[src/hdl/xmp_pkg.sv]
// constants and types for the external data-memory port block
// assumes a single core clock and an apb register bus of 32-bit words

package xmp_pkg;

   // -------------------------------------------------------------------
   // register indices and byte addresses
   // -------------------------------------------------------------------
   localparam int unsigned ADDR_W = 12;

   localparam logic [7:0] IDX_DATA_POINTER_LOW    = 8'h82;
   localparam logic [7:0] IDX_DATA_POINTER_HIGH   = 8'h83;
   localparam logic [7:0] IDX_DATA_POINTER_PAGE   = 8'h84;
   localparam logic [7:0] IDX_EXTERNAL_WAIT_CYCLES = 8'h9f;

   localparam logic [ADDR_W-1:0] OFS_DATA_POINTER_LOW =
      {2'b00, IDX_DATA_POINTER_LOW, 2'b00};
   localparam logic [ADDR_W-1:0] OFS_DATA_POINTER_HIGH =
      {2'b00, IDX_DATA_POINTER_HIGH, 2'b00};
   localparam logic [ADDR_W-1:0] OFS_DATA_POINTER_PAGE =
      {2'b00, IDX_DATA_POINTER_PAGE, 2'b00};
   localparam logic [ADDR_W-1:0] OFS_EXTERNAL_WAIT_CYCLES =
      {2'b00, IDX_EXTERNAL_WAIT_CYCLES, 2'b00};

   localparam logic [ADDR_W-1:0] OFS_CONTROL    = 12'h000;
   localparam logic [ADDR_W-1:0] OFS_WRITE_DATA = 12'h004;
   localparam logic [ADDR_W-1:0] OFS_READ_DATA  = 12'h008;
   localparam logic [ADDR_W-1:0] OFS_STATUS     = 12'h00c;
   localparam logic [ADDR_W-1:0] OFS_TIMER      = 12'h010;
   localparam logic [ADDR_W-1:0] OFS_COMMAND    = 12'h014;

   // -------------------------------------------------------------------
   // reset values
   // -------------------------------------------------------------------
   localparam logic [7:0]  RST_POINTER = 8'h00;
   localparam logic [7:0]  RST_WAIT    = 8'h00;
   localparam logic [7:0]  RST_BYTE    = 8'h00;
   localparam logic [15:0] RST_TIMER   = 16'h0000;

   // -------------------------------------------------------------------
   // field positions
   // -------------------------------------------------------------------
   localparam int unsigned CTL_TIMER_RUN = 0;
   localparam int unsigned CMD_WRITE     = 0;
   localparam int unsigned CMD_GENERIC   = 1;
   localparam int unsigned CMD_LEN_LSB   = 4;
   localparam int unsigned CMD_LEN_W     = 3;
   localparam int unsigned STS_BUSY      = 0;
   localparam int unsigned STS_ALE       = 1;
   localparam int unsigned STS_LAST_WR   = 2;

   // -------------------------------------------------------------------
   // cycle counts
   // -------------------------------------------------------------------
   localparam int unsigned LEN_W = 9;
   localparam logic [LEN_W-1:0] MOVE_BASE_CYCLES = 9'h004;

   // -------------------------------------------------------------------
   // pin group of the external data-memory port
   // -------------------------------------------------------------------
   typedef struct packed {
      logic        ale;
      logic        rd_n;
      logic        wr_n;
      logic [23:0] addr;
      logic [7:0]  dout;
      logic        doe;
   } xmp_xport_type;

endpackage : xmp_pkg

[src/hdl/xmp_cycle_seq.sv]
// machine-cycle sequencer: counts the cycles of one instruction and
// drives the address latch strobe from the cycle position
// assumes start is only meaningful while busy is low

`timescale 1ns/1ps
`default_nettype none

module xmp_cycle_seq
   import xmp_pkg::*;
(
   // clock and reset
   input  wire logic             pclk,
   input  wire logic             presetn,
   // request
   input  wire logic             start,
   input  wire logic [LEN_W-1:0] length,
   // state
   output logic                  busy,
   output logic [LEN_W-1:0]      count,
   output logic [LEN_W-1:0]      len,
   output logic                  ale
);

   logic last;
   logic take;

   assign last = busy && (count == len - 9'h001);
   assign take = start && !busy;

   always_ff @(posedge pclk or negedge presetn) begin
      if (!presetn) begin
         busy  <= 1'b0;
         count <= 9'h000;
         len   <= 9'h001;
      end else if (take) begin
         busy  <= 1'b1;
         count <= 9'h000;
         len   <= length;
      end else if (last) begin
         busy  <= 1'b0;
      end else if (busy) begin
         count <= count + 9'h001;
      end
   end

   // idle cycles count as single-cycle instructions, so ale rests high
   always_ff @(posedge pclk or negedge presetn) begin
      if (!presetn) begin
         ale <= 1'b1;
      end else if (take) begin
         ale <= 1'b1;
      end else if (busy && !last) begin
         ale <= 1'b0;
      end else begin
         ale <= 1'b1;
      end
   end

endmodule : xmp_cycle_seq

`default_nettype wire

[src/hdl/xmp_tick_timer.sv]
// 16-bit timer that advances on every core clock while run is high; a load takes priority
// assumes load and run come from logic on the same clock

`timescale 1ns/1ps
`default_nettype none

module xmp_tick_timer
   import xmp_pkg::*;
(
   // clock and reset
   input  wire logic        pclk,
   input  wire logic        presetn,
   // control
   input  wire logic        run,
   input  wire logic        load,
   input  wire logic [15:0] load_value,
   // state
   output logic [15:0]      value
);

   always_ff @(posedge pclk or negedge presetn) begin
      if (!presetn) begin
         value <= RST_TIMER;
      end else if (load) begin
         value <= load_value;
      end else if (run) begin
         value <= value + 16'h0001;
      end
   end

endmodule : xmp_tick_timer

`default_nettype wire

[src/hdl/xmp_ext_mem_port.sv]
// external data-memory port with machine-cycle timing, apb registers
// assumes an apb master on pclk and a static ram on the port pins;
// the ram data bus arrives asynchronously and is synchronised here
//
// Local design decision: the APB slave port.

`timescale 1ns/1ps
`default_nettype none

module xmp_ext_mem_port
   import xmp_pkg::*;
(
   // apb slave
   input  wire logic              pclk,
   input  wire logic              presetn,
   input  wire logic              psel,
   input  wire logic              penable,
   input  wire logic              pwrite,
   input  wire logic [ADDR_W-1:0] paddr,
   input  wire logic [31:0]       pwdata,
   output logic [31:0]            prdata,
   output logic                   pready,
   output logic                   pslverr,
   // external memory port
   output xmp_xport_type          xport,
   input  wire logic [7:0]        xdata_in
);

   // -------------------------------------------------------------------
   // declarations
   // -------------------------------------------------------------------
   logic [7:0]       data_pointer_low;
   logic [7:0]       data_pointer_high;
   logic [7:0]       data_pointer_page;
   logic [7:0]       external_wait_cycles;
   logic             timer_run;
   logic [7:0]       write_byte;
   logic [7:0]       read_byte;
   logic             last_write;

   logic             is_move;
   logic             is_write;
   logic [23:0]      addr_q;
   logic             rd_n_q;
   logic             wr_n_q;
   logic [7:0]       dout_q;
   logic             doe_q;

   logic [7:0]       xdata_meta;
   logic [7:0]       xdata_sync;

   logic             wr_access;
   logic             setup;
   logic             mapped;
   logic [31:0]      next_prdata;
   logic             cmd_write;
   logic             start;
   logic [LEN_W-1:0] start_len;
   logic [LEN_W-1:0] gen_len;
   logic             seq_busy;
   logic [LEN_W-1:0] seq_count;
   logic [LEN_W-1:0] seq_len;
   logic             seq_ale;
   logic             seq_last;
   logic             strobe_next;
   logic [15:0]      timer_value;
   logic             timer_load;

   // -------------------------------------------------------------------
   // apb decode
   // -------------------------------------------------------------------
   // zero wait states: the answer comes in the first access cycle
   assign pready    = 1'b1;
   assign setup     = psel && !penable;
   assign wr_access = psel && penable && pwrite;

   // writes to read-only words are dropped quietly; only an unmapped
   // address raises pslverr
   always_comb begin
      mapped      = 1'b1;
      next_prdata = 32'h0000_0000;
      case (paddr)
         OFS_DATA_POINTER_LOW:     next_prdata[7:0] = data_pointer_low;
         OFS_DATA_POINTER_HIGH:    next_prdata[7:0] = data_pointer_high;
         OFS_DATA_POINTER_PAGE:    next_prdata[7:0] = data_pointer_page;
         OFS_EXTERNAL_WAIT_CYCLES: next_prdata[7:0] = external_wait_cycles;
         OFS_CONTROL:    next_prdata[CTL_TIMER_RUN] = timer_run;
         OFS_WRITE_DATA: next_prdata[7:0] = write_byte;
         OFS_READ_DATA:  next_prdata[7:0] = read_byte;
         OFS_STATUS: begin
            next_prdata[STS_BUSY]    = seq_busy;
            next_prdata[STS_ALE]     = seq_ale;
            next_prdata[STS_LAST_WR] = last_write;
         end
         OFS_TIMER:      next_prdata[15:0] = timer_value;
         OFS_COMMAND:    next_prdata = 32'h0000_0000;
         default:        mapped = 1'b0;
      endcase
   end

   // read data and error are taken in the setup cycle so that both come
   // from flip-flops during the access cycle
   always_ff @(posedge pclk or negedge presetn) begin
      if (!presetn) begin
         prdata  <= 32'h0000_0000;
         pslverr <= 1'b0;
      end else if (setup) begin
         prdata  <= pwrite ? 32'h0000_0000 : next_prdata;
         pslverr <= !mapped;
      end
   end

   // -------------------------------------------------------------------
   // software registers
   // -------------------------------------------------------------------
   always_ff @(posedge pclk or negedge presetn) begin
      if (!presetn) begin
         data_pointer_low  <= RST_POINTER;
         data_pointer_high <= RST_POINTER;
         data_pointer_page <= RST_POINTER;
      end else if (wr_access) begin
         if (paddr == OFS_DATA_POINTER_LOW) begin
            data_pointer_low <= pwdata[7:0];
         end
         if (paddr == OFS_DATA_POINTER_HIGH) begin
            data_pointer_high <= pwdata[7:0];
         end
         if (paddr == OFS_DATA_POINTER_PAGE) begin
            data_pointer_page <= pwdata[7:0];
         end
      end
   end

   always_ff @(posedge pclk or negedge presetn) begin
      if (!presetn) begin
         external_wait_cycles <= RST_WAIT;
      end else if (wr_access && paddr == OFS_EXTERNAL_WAIT_CYCLES) begin
         external_wait_cycles <= pwdata[7:0];
      end
   end

   always_ff @(posedge pclk or negedge presetn) begin
      if (!presetn) begin
         timer_run  <= 1'b0;
         write_byte <= RST_BYTE;
      end else if (wr_access) begin
         if (paddr == OFS_CONTROL) begin
            timer_run <= pwdata[CTL_TIMER_RUN];
         end
         if (paddr == OFS_WRITE_DATA) begin
            write_byte <= pwdata[7:0];
         end
      end
   end

   // -------------------------------------------------------------------
   // instruction start
   // -------------------------------------------------------------------
   // a command written while an instruction runs is dropped; software
   // polls the busy flag before issuing the next one
   assign cmd_write = wr_access && paddr == OFS_COMMAND;
   assign start     = cmd_write && !seq_busy;
   assign gen_len   = {6'b000000, pwdata[CMD_LEN_LSB +: CMD_LEN_W]}
                      + 9'h001;

   always_comb begin
      if (pwdata[CMD_GENERIC]) begin
         start_len = gen_len;
      end else begin
         // wait count is sampled at the start; later writes do not
         // disturb an access already under way
         start_len = MOVE_BASE_CYCLES
                     + {1'b0, external_wait_cycles};
      end
   end

   // pointers are copied at the start, so software may set up the next
   // address while a move is still running
   always_ff @(posedge pclk or negedge presetn) begin
      if (!presetn) begin
         is_move    <= 1'b0;
         is_write   <= 1'b0;
         last_write <= 1'b0;
         addr_q     <= 24'h00_0000;
      end else if (start) begin
         is_move    <= !pwdata[CMD_GENERIC];
         is_write   <= pwdata[CMD_WRITE];
         last_write <= pwdata[CMD_WRITE] && !pwdata[CMD_GENERIC];
         if (!pwdata[CMD_GENERIC]) begin
            addr_q <= {data_pointer_page,
                       data_pointer_high,
                       data_pointer_low};
         end
      end
   end

   // every command runs the sequencer; generic ones only move the latch strobe
   xmp_cycle_seq u_seq (
      .pclk    (pclk),
      .presetn (presetn),
      .start   (start),
      .length  (start_len),
      .busy    (seq_busy),
      .count   (seq_count),
      .len     (seq_len),
      .ale     (seq_ale)
   );

   assign seq_last = seq_busy && (seq_count == seq_len - 9'h001);

   // -------------------------------------------------------------------
   // strobes and data drive
   // -------------------------------------------------------------------
   // only data moves reach the read and write strobes; there is no code fetch path;
   // the strobe ends a cycle early so the ram sees address and write
   // data still standing while it closes the access
   assign strobe_next = seq_busy && is_move
                        && (seq_count <= seq_len - 9'h003);

   always_ff @(posedge pclk or negedge presetn) begin
      if (!presetn) begin
         rd_n_q <= 1'b1;
         wr_n_q <= 1'b1;
      end else begin
         rd_n_q <= !(strobe_next && !is_write);
         wr_n_q <= !(strobe_next && is_write);
      end
   end

   // write data stands from the first strobe cycle until the last cycle
   always_ff @(posedge pclk or negedge presetn) begin
      if (!presetn) begin
         dout_q <= RST_BYTE;
         doe_q  <= 1'b0;
      end else begin
         dout_q <= write_byte;
         doe_q  <= seq_busy && is_move && is_write
                   && (seq_count <= seq_len - 9'h002);
      end
   end

   // -------------------------------------------------------------------
   // read capture
   // -------------------------------------------------------------------
   // bits are synchronised one by one; the byte is used only long after
   // the strobe fell, so all bits have settled by then
   always_ff @(posedge pclk or negedge presetn) begin
      if (!presetn) begin
         xdata_meta <= 8'h00;
         xdata_sync <= 8'h00;
      end else begin
         xdata_meta <= xdata_in;
         xdata_sync <= xdata_meta;
      end
   end

   // two sync stages put the sampled pin value in the strobe window,
   // so the ram must hold data from two cycles before the end
   always_ff @(posedge pclk or negedge presetn) begin
      if (!presetn) begin
         read_byte <= RST_BYTE;
      end else if (seq_last && is_move && !is_write) begin
         read_byte <= xdata_sync;
      end
   end

   // -------------------------------------------------------------------
   // timer
   // -------------------------------------------------------------------
   // a load written while the timer runs wins over the count step
   assign timer_load = wr_access && paddr == OFS_TIMER;

   xmp_tick_timer u_timer (
      .pclk       (pclk),
      .presetn    (presetn),
      .run        (timer_run),
      .load       (timer_load),
      .load_value (pwdata[15:0]),
      .value      (timer_value)
   );

   // -------------------------------------------------------------------
   // pin group
   // -------------------------------------------------------------------
   // every pin comes from a flip-flop, so no glitch reaches the ram
   assign xport.ale  = seq_ale;
   assign xport.rd_n = rd_n_q;
   assign xport.wr_n = wr_n_q;
   assign xport.addr = addr_q;
   assign xport.dout = dout_q;
   assign xport.doe  = doe_q;

endmodule : xmp_ext_mem_port

`default_nettype wire

[config.mk]
export PLATFORM = sky130hd
export DESIGN_NAME = xmp_ext_mem_port
export DESIGN_NICKNAME = d
export VERILOG_FILES = /design/src/hdl/xmp_pkg.sv /design/src/hdl/xmp_cycle_seq.sv /design/src/hdl/xmp_tick_timer.sv /design/src/hdl/xmp_ext_mem_port.sv
export SDC_FILE = /design/constraint.sdc
export NUM_CORES = 1
export LEC_CHECK = 0
export BUFFER_PORTS_ARGS = -buffer_cell sky130_fd_sc_hd__buf_2
export CORE_AREA = 4 4 150 152
export CTS_CLUSTER_DIAMETER = 120
export DETAILED_ROUTE_END_ITERATION = 10
export DIE_AREA = 0 0 154 156
export PLACE_DENSITY_LB_ADDON = 0.08
export SYNTH_ARGS = -nofsm -noshare
export SYNTH_HDL_FRONTEND = slang
export SYNTH_HIERARCHICAL = 1
export SYNTH_SLANG_ARGS = --single-unit
export TNS_END_PERCENT = 50
[constraint.sdc]
create_clock -name pclk -period 3.1 [get_ports pclk]
set_input_delay 0.62 -clock pclk [delete_from_list [all_inputs] [get_ports pclk]]
set_output_delay 0.62 -clock pclk [all_outputs]
set_load 0.005 [all_outputs]
==> impl_metrics.csv <==
group,metric,value,unit
outcome,status,"completed",
placed_design,portBuffers,93,
clock_network,cts_tree,"yes",
die,fp.dieH,156,µm
worst_setup_path,crit_buf_inv,1,
pwr,power_density,459,mW/mm²
detailed_routing,drt_first_pass_iters,5,
worst_setup_path,critPathKind,"flop to flop",
sta,finalHoldViolations,0,
placed_design,gp_congestion,0.920,
clock_network,clk_pin_slew,70,ps
sta,grt_setup_unrepaired,"false",
global_routing,grt_use_total,18.9,%
pwr,combinationalPowerShare,5.8,%
final_layout,fin_nets,938,
sta,tightest_slew,754,ps
die,pin_count,127,
final_layout,area_delta_synth_final,16.6,%
worst_setup_path,critPathRequiredTime,3390,ps
clock_network,cts.sinks,156,
die,die_area,0.0240,mm²
yosys,synth_top_flop_cell,"dfrtp_1",
global_routing,grt_pass1_vias,6356,
global_routing,use_met3,4.16,%
sta,relSlewSlack,49.3,%
global_routing,grt.met2_usage,29.0,%
pwr,power_switching,1.09,mW
sta,skew,9.96,ps
sta,finalSetupTns,0,ps
worst_setup_path,crit_path_start,"u_seq/len[2]",
clock_network,cts_buffers,17,
run,drv_cap,0,
detailed_routing,drt_iter0_markers,402,
worst_setup_path,crit_cells,7,
die,die_w,154,µm
clock_network,root_buffer,"clkbuf_16",
final_layout,design_area,0.00976,mm²
final_layout,register_area,0.00391,mm²
worst_setup_path,r2r-end,"u_seq/count[5]",
worst_setup_path,reg2reg_depth,7,
final_layout,nFillCells,1997,
global_routing,overflow,0,
yosys,async_reset_ff_share,100,%
min_path,worstHoldPathType,"primary input to asynchronous set/reset pin",
yosys,syn_inst,750,
detailed_routing,wl,22400,µm
detailed_routing,routed-via-count,6126,
detailed_routing,wl_per_cell,19.6,µm
global_routing,busiest_layer,"met2",
sta,finalSetupViolations,0,
worst_setup_path,cp_slowest_cell,"dfrtp_1",
sta,maxSlewViolCount,0,
die,rows,53,
yosys,synth_cell_types,85,
sta,max_freq,358,MHz
pwr,clock_power_share,47.2,%
worst_setup_path,rr_startpoint,"u_seq/len[2]",
pwr,power_frac_seq,47.0,%
detailed_routing,drc,0,
worst_setup_path,max_stage_delay,490,ps
worst_setup_path,crit_arrival,3090,ps
worst_setup_path,path_delay_family,"simple AND/OR/NAND/NOR gates",
yosys,synth_warnings,6,
clock_network,clock_latency,420,ps
pwr,peakVddDrop,0.354,mV
yosys,ys_ff_latch,156,
clock_network,postCtsHoldBufs,0,
clock_network,htreeDepth,4,
clock_network,ctsResizeCount,0,
sta,period_share,90.1,%
worst_setup_path,rrSetupSlack,310,ps
global_routing,grt_pass1_wl,35500,µm
global_routing,antenna_found_initial,1,
yosys,syn_area_per_cell,11.2,µm²
pwr,p_int,3.39,mW
pwr,p_leak,4.55,nW
sta,min_period,2790,ps
placed_design,dpl.hpwl,16600,µm
yosys,ys_seq_area_share,46.7,%
worst_setup_path,crit_path_start_kind,"flop",
yosys,synth_edf_count,0,
worst_setup_path,cp_cell_sequence,"or3_4, or4_1, and4b_1, o311a_1, buf_4, o311ai_0, o41ai_1",
clock_network,clockBufferDepth,2,
pwr,switching_share,24.4,%
die,coreArea,0.0210,mm²
final_layout,layout-drive-gt1-share,31.5,%
worst_setup_path,crit_end,"u_seq/count[5]",
detailed_routing,vias_per_cell,5.36,
final_layout,multiInputGateArea,0.00410,mm²
yosys,syn-cell-area,0.00837,mm²
worst_setup_path,end_kind,"flop",
global_routing,grt_start_max_net_pins,61,
die,start_util,39.8,%
detailed_routing,drtAntennaViolNets,0,
worst_setup_path,worstPathMaxFanout,9,
global_routing,grt_util_met1,26.7,%
placed_design,placed_area,0.00915,mm²
clock_network,cts_setup_buffers,0,
==> cells in the mapped netlist, drive strengths merged, types with 20 or more instances <==
library cell	number	area, µm²
mux2	79	961
nand3	23	125
nor2	27	125
xnor2	23	201
ha	28	350
xor2	26	228
o21ai	33	165
nor3	20	139
clkbuf	20	75.1
buf	34	279
dfrtp	152	3800
nand2	87	329
==> sequential cells by signal, summed over array words and instances (netlist names), 8 cells and up <==
register and cells:
addr_q 24, data_pointer_high 8, data_pointer_low 8, data_pointer_page 8, dout_q 8, external_wait_cycles 8
prdata 16, read_byte 8, u_seq/count 9, u_seq/len 9, u_timer/value 16, write_byte 8
xdata_meta 8, xdata_sync 8
==> cell usage in the layout, fill, tap and decap left out, types with 8 or more instances in the layout <==
master,Yosys,final
a21oi_1,13,13
a22o_1,11,11
a22oi_1,10,10
buf_2,5,92
buf_4,22,27
clkbuf_16,0,17
conb_1,2,17
dfrtp_1,152,152
ha_1,28,28
inv_1,18,18
mux2_2,60,60
mux2_4,19,19
nand2_1,86,86
nand3_1,21,21
nand4_1,12,12
nor2_1,23,22
nor3_1,16,16
o21ai_0,31,31
o31ai_1,8,8
xnor2_1,23,23
xor2_1,26,26
==> power groups by stage <==
stage | sequential [mW] | combinational, mW | clock, mW
2_1_floorplan | 2.13 | 0.151 | 0
3_3_place_gp | 2.14 | 0.256 | 0
3_5_place_dp | 2.14 | 0.263 | 0
4_1_cts | 2.11 | 0.264 | 2.18
5_1_grt | 2.11 | 0.295 | 2.26
6_report | 2.11 | 0.260 | 2.11
==> per-layer routing <==
layer  wire (µm)  vias to the layer above
met5           0                        -
met4         332                        0
met3        1300                       19
met2       10200                      181
met1       10500                     3027
li1            -                     2899
==> stage by stage <==
step	util [%]	hold slack [ps]	power, mW	worst slack (ps)	std cells
floorplan	-	324	2.28	468	765
global placement	43.5	334	2.40	243	1109
detailed placement	43.5	335	2.41	210	1109
CTS	46.4	153	4.55	202	1141
global route	46.4	175	4.67	62.6	1142
finish	46.4	146	4.48	306	1142
==> logic make-up (layout without fill, tap and decap cells) <==
group                      Yosys count  count (layout)  synth area share [%]
buffers and inverters               72             173                  5.04
xor gates and xnor gates            49              49                  5.13
and+or+nand+nor                    231             231                  15.8
muxes                               87              87                  12.6
AOI/OAI and AO/OA                  125             125                  10.4
other                                2              18                0.0897
DFF                                156             156                  46.7
adders and majority gates           28              28                  4.19
==> cell type report <==
cell class / instances / share of cell area [%]
clock buffers: 18 / 4.50
diodes: 1 / 0.0256
clock inverters: 14 / 1.62
repair buffers: 123 / 7.53
inverters: 18 / 0.692
multi-input cells: 537 / 42.1
well taps: 275 / 3.53
flip-flops and latches: 156 / 40.1
==> how the worst min path moves through the flow <==
stage                     cells past startpoint           from  slack, ps             to
after floorplan                               0        presetn        320      addr_q[0]
after global placement                        0  xdata_meta[3]        330  xdata_sync[3]
after detailed placement                      0  xdata_meta[0]        330  xdata_sync[0]
after CTS                                     1        presetn        150     prdata[10]
after global routing                          1        presetn        180     prdata[10]
final                                         1        presetn        150     prdata[10]
Power figures use the tool's default switching activity.
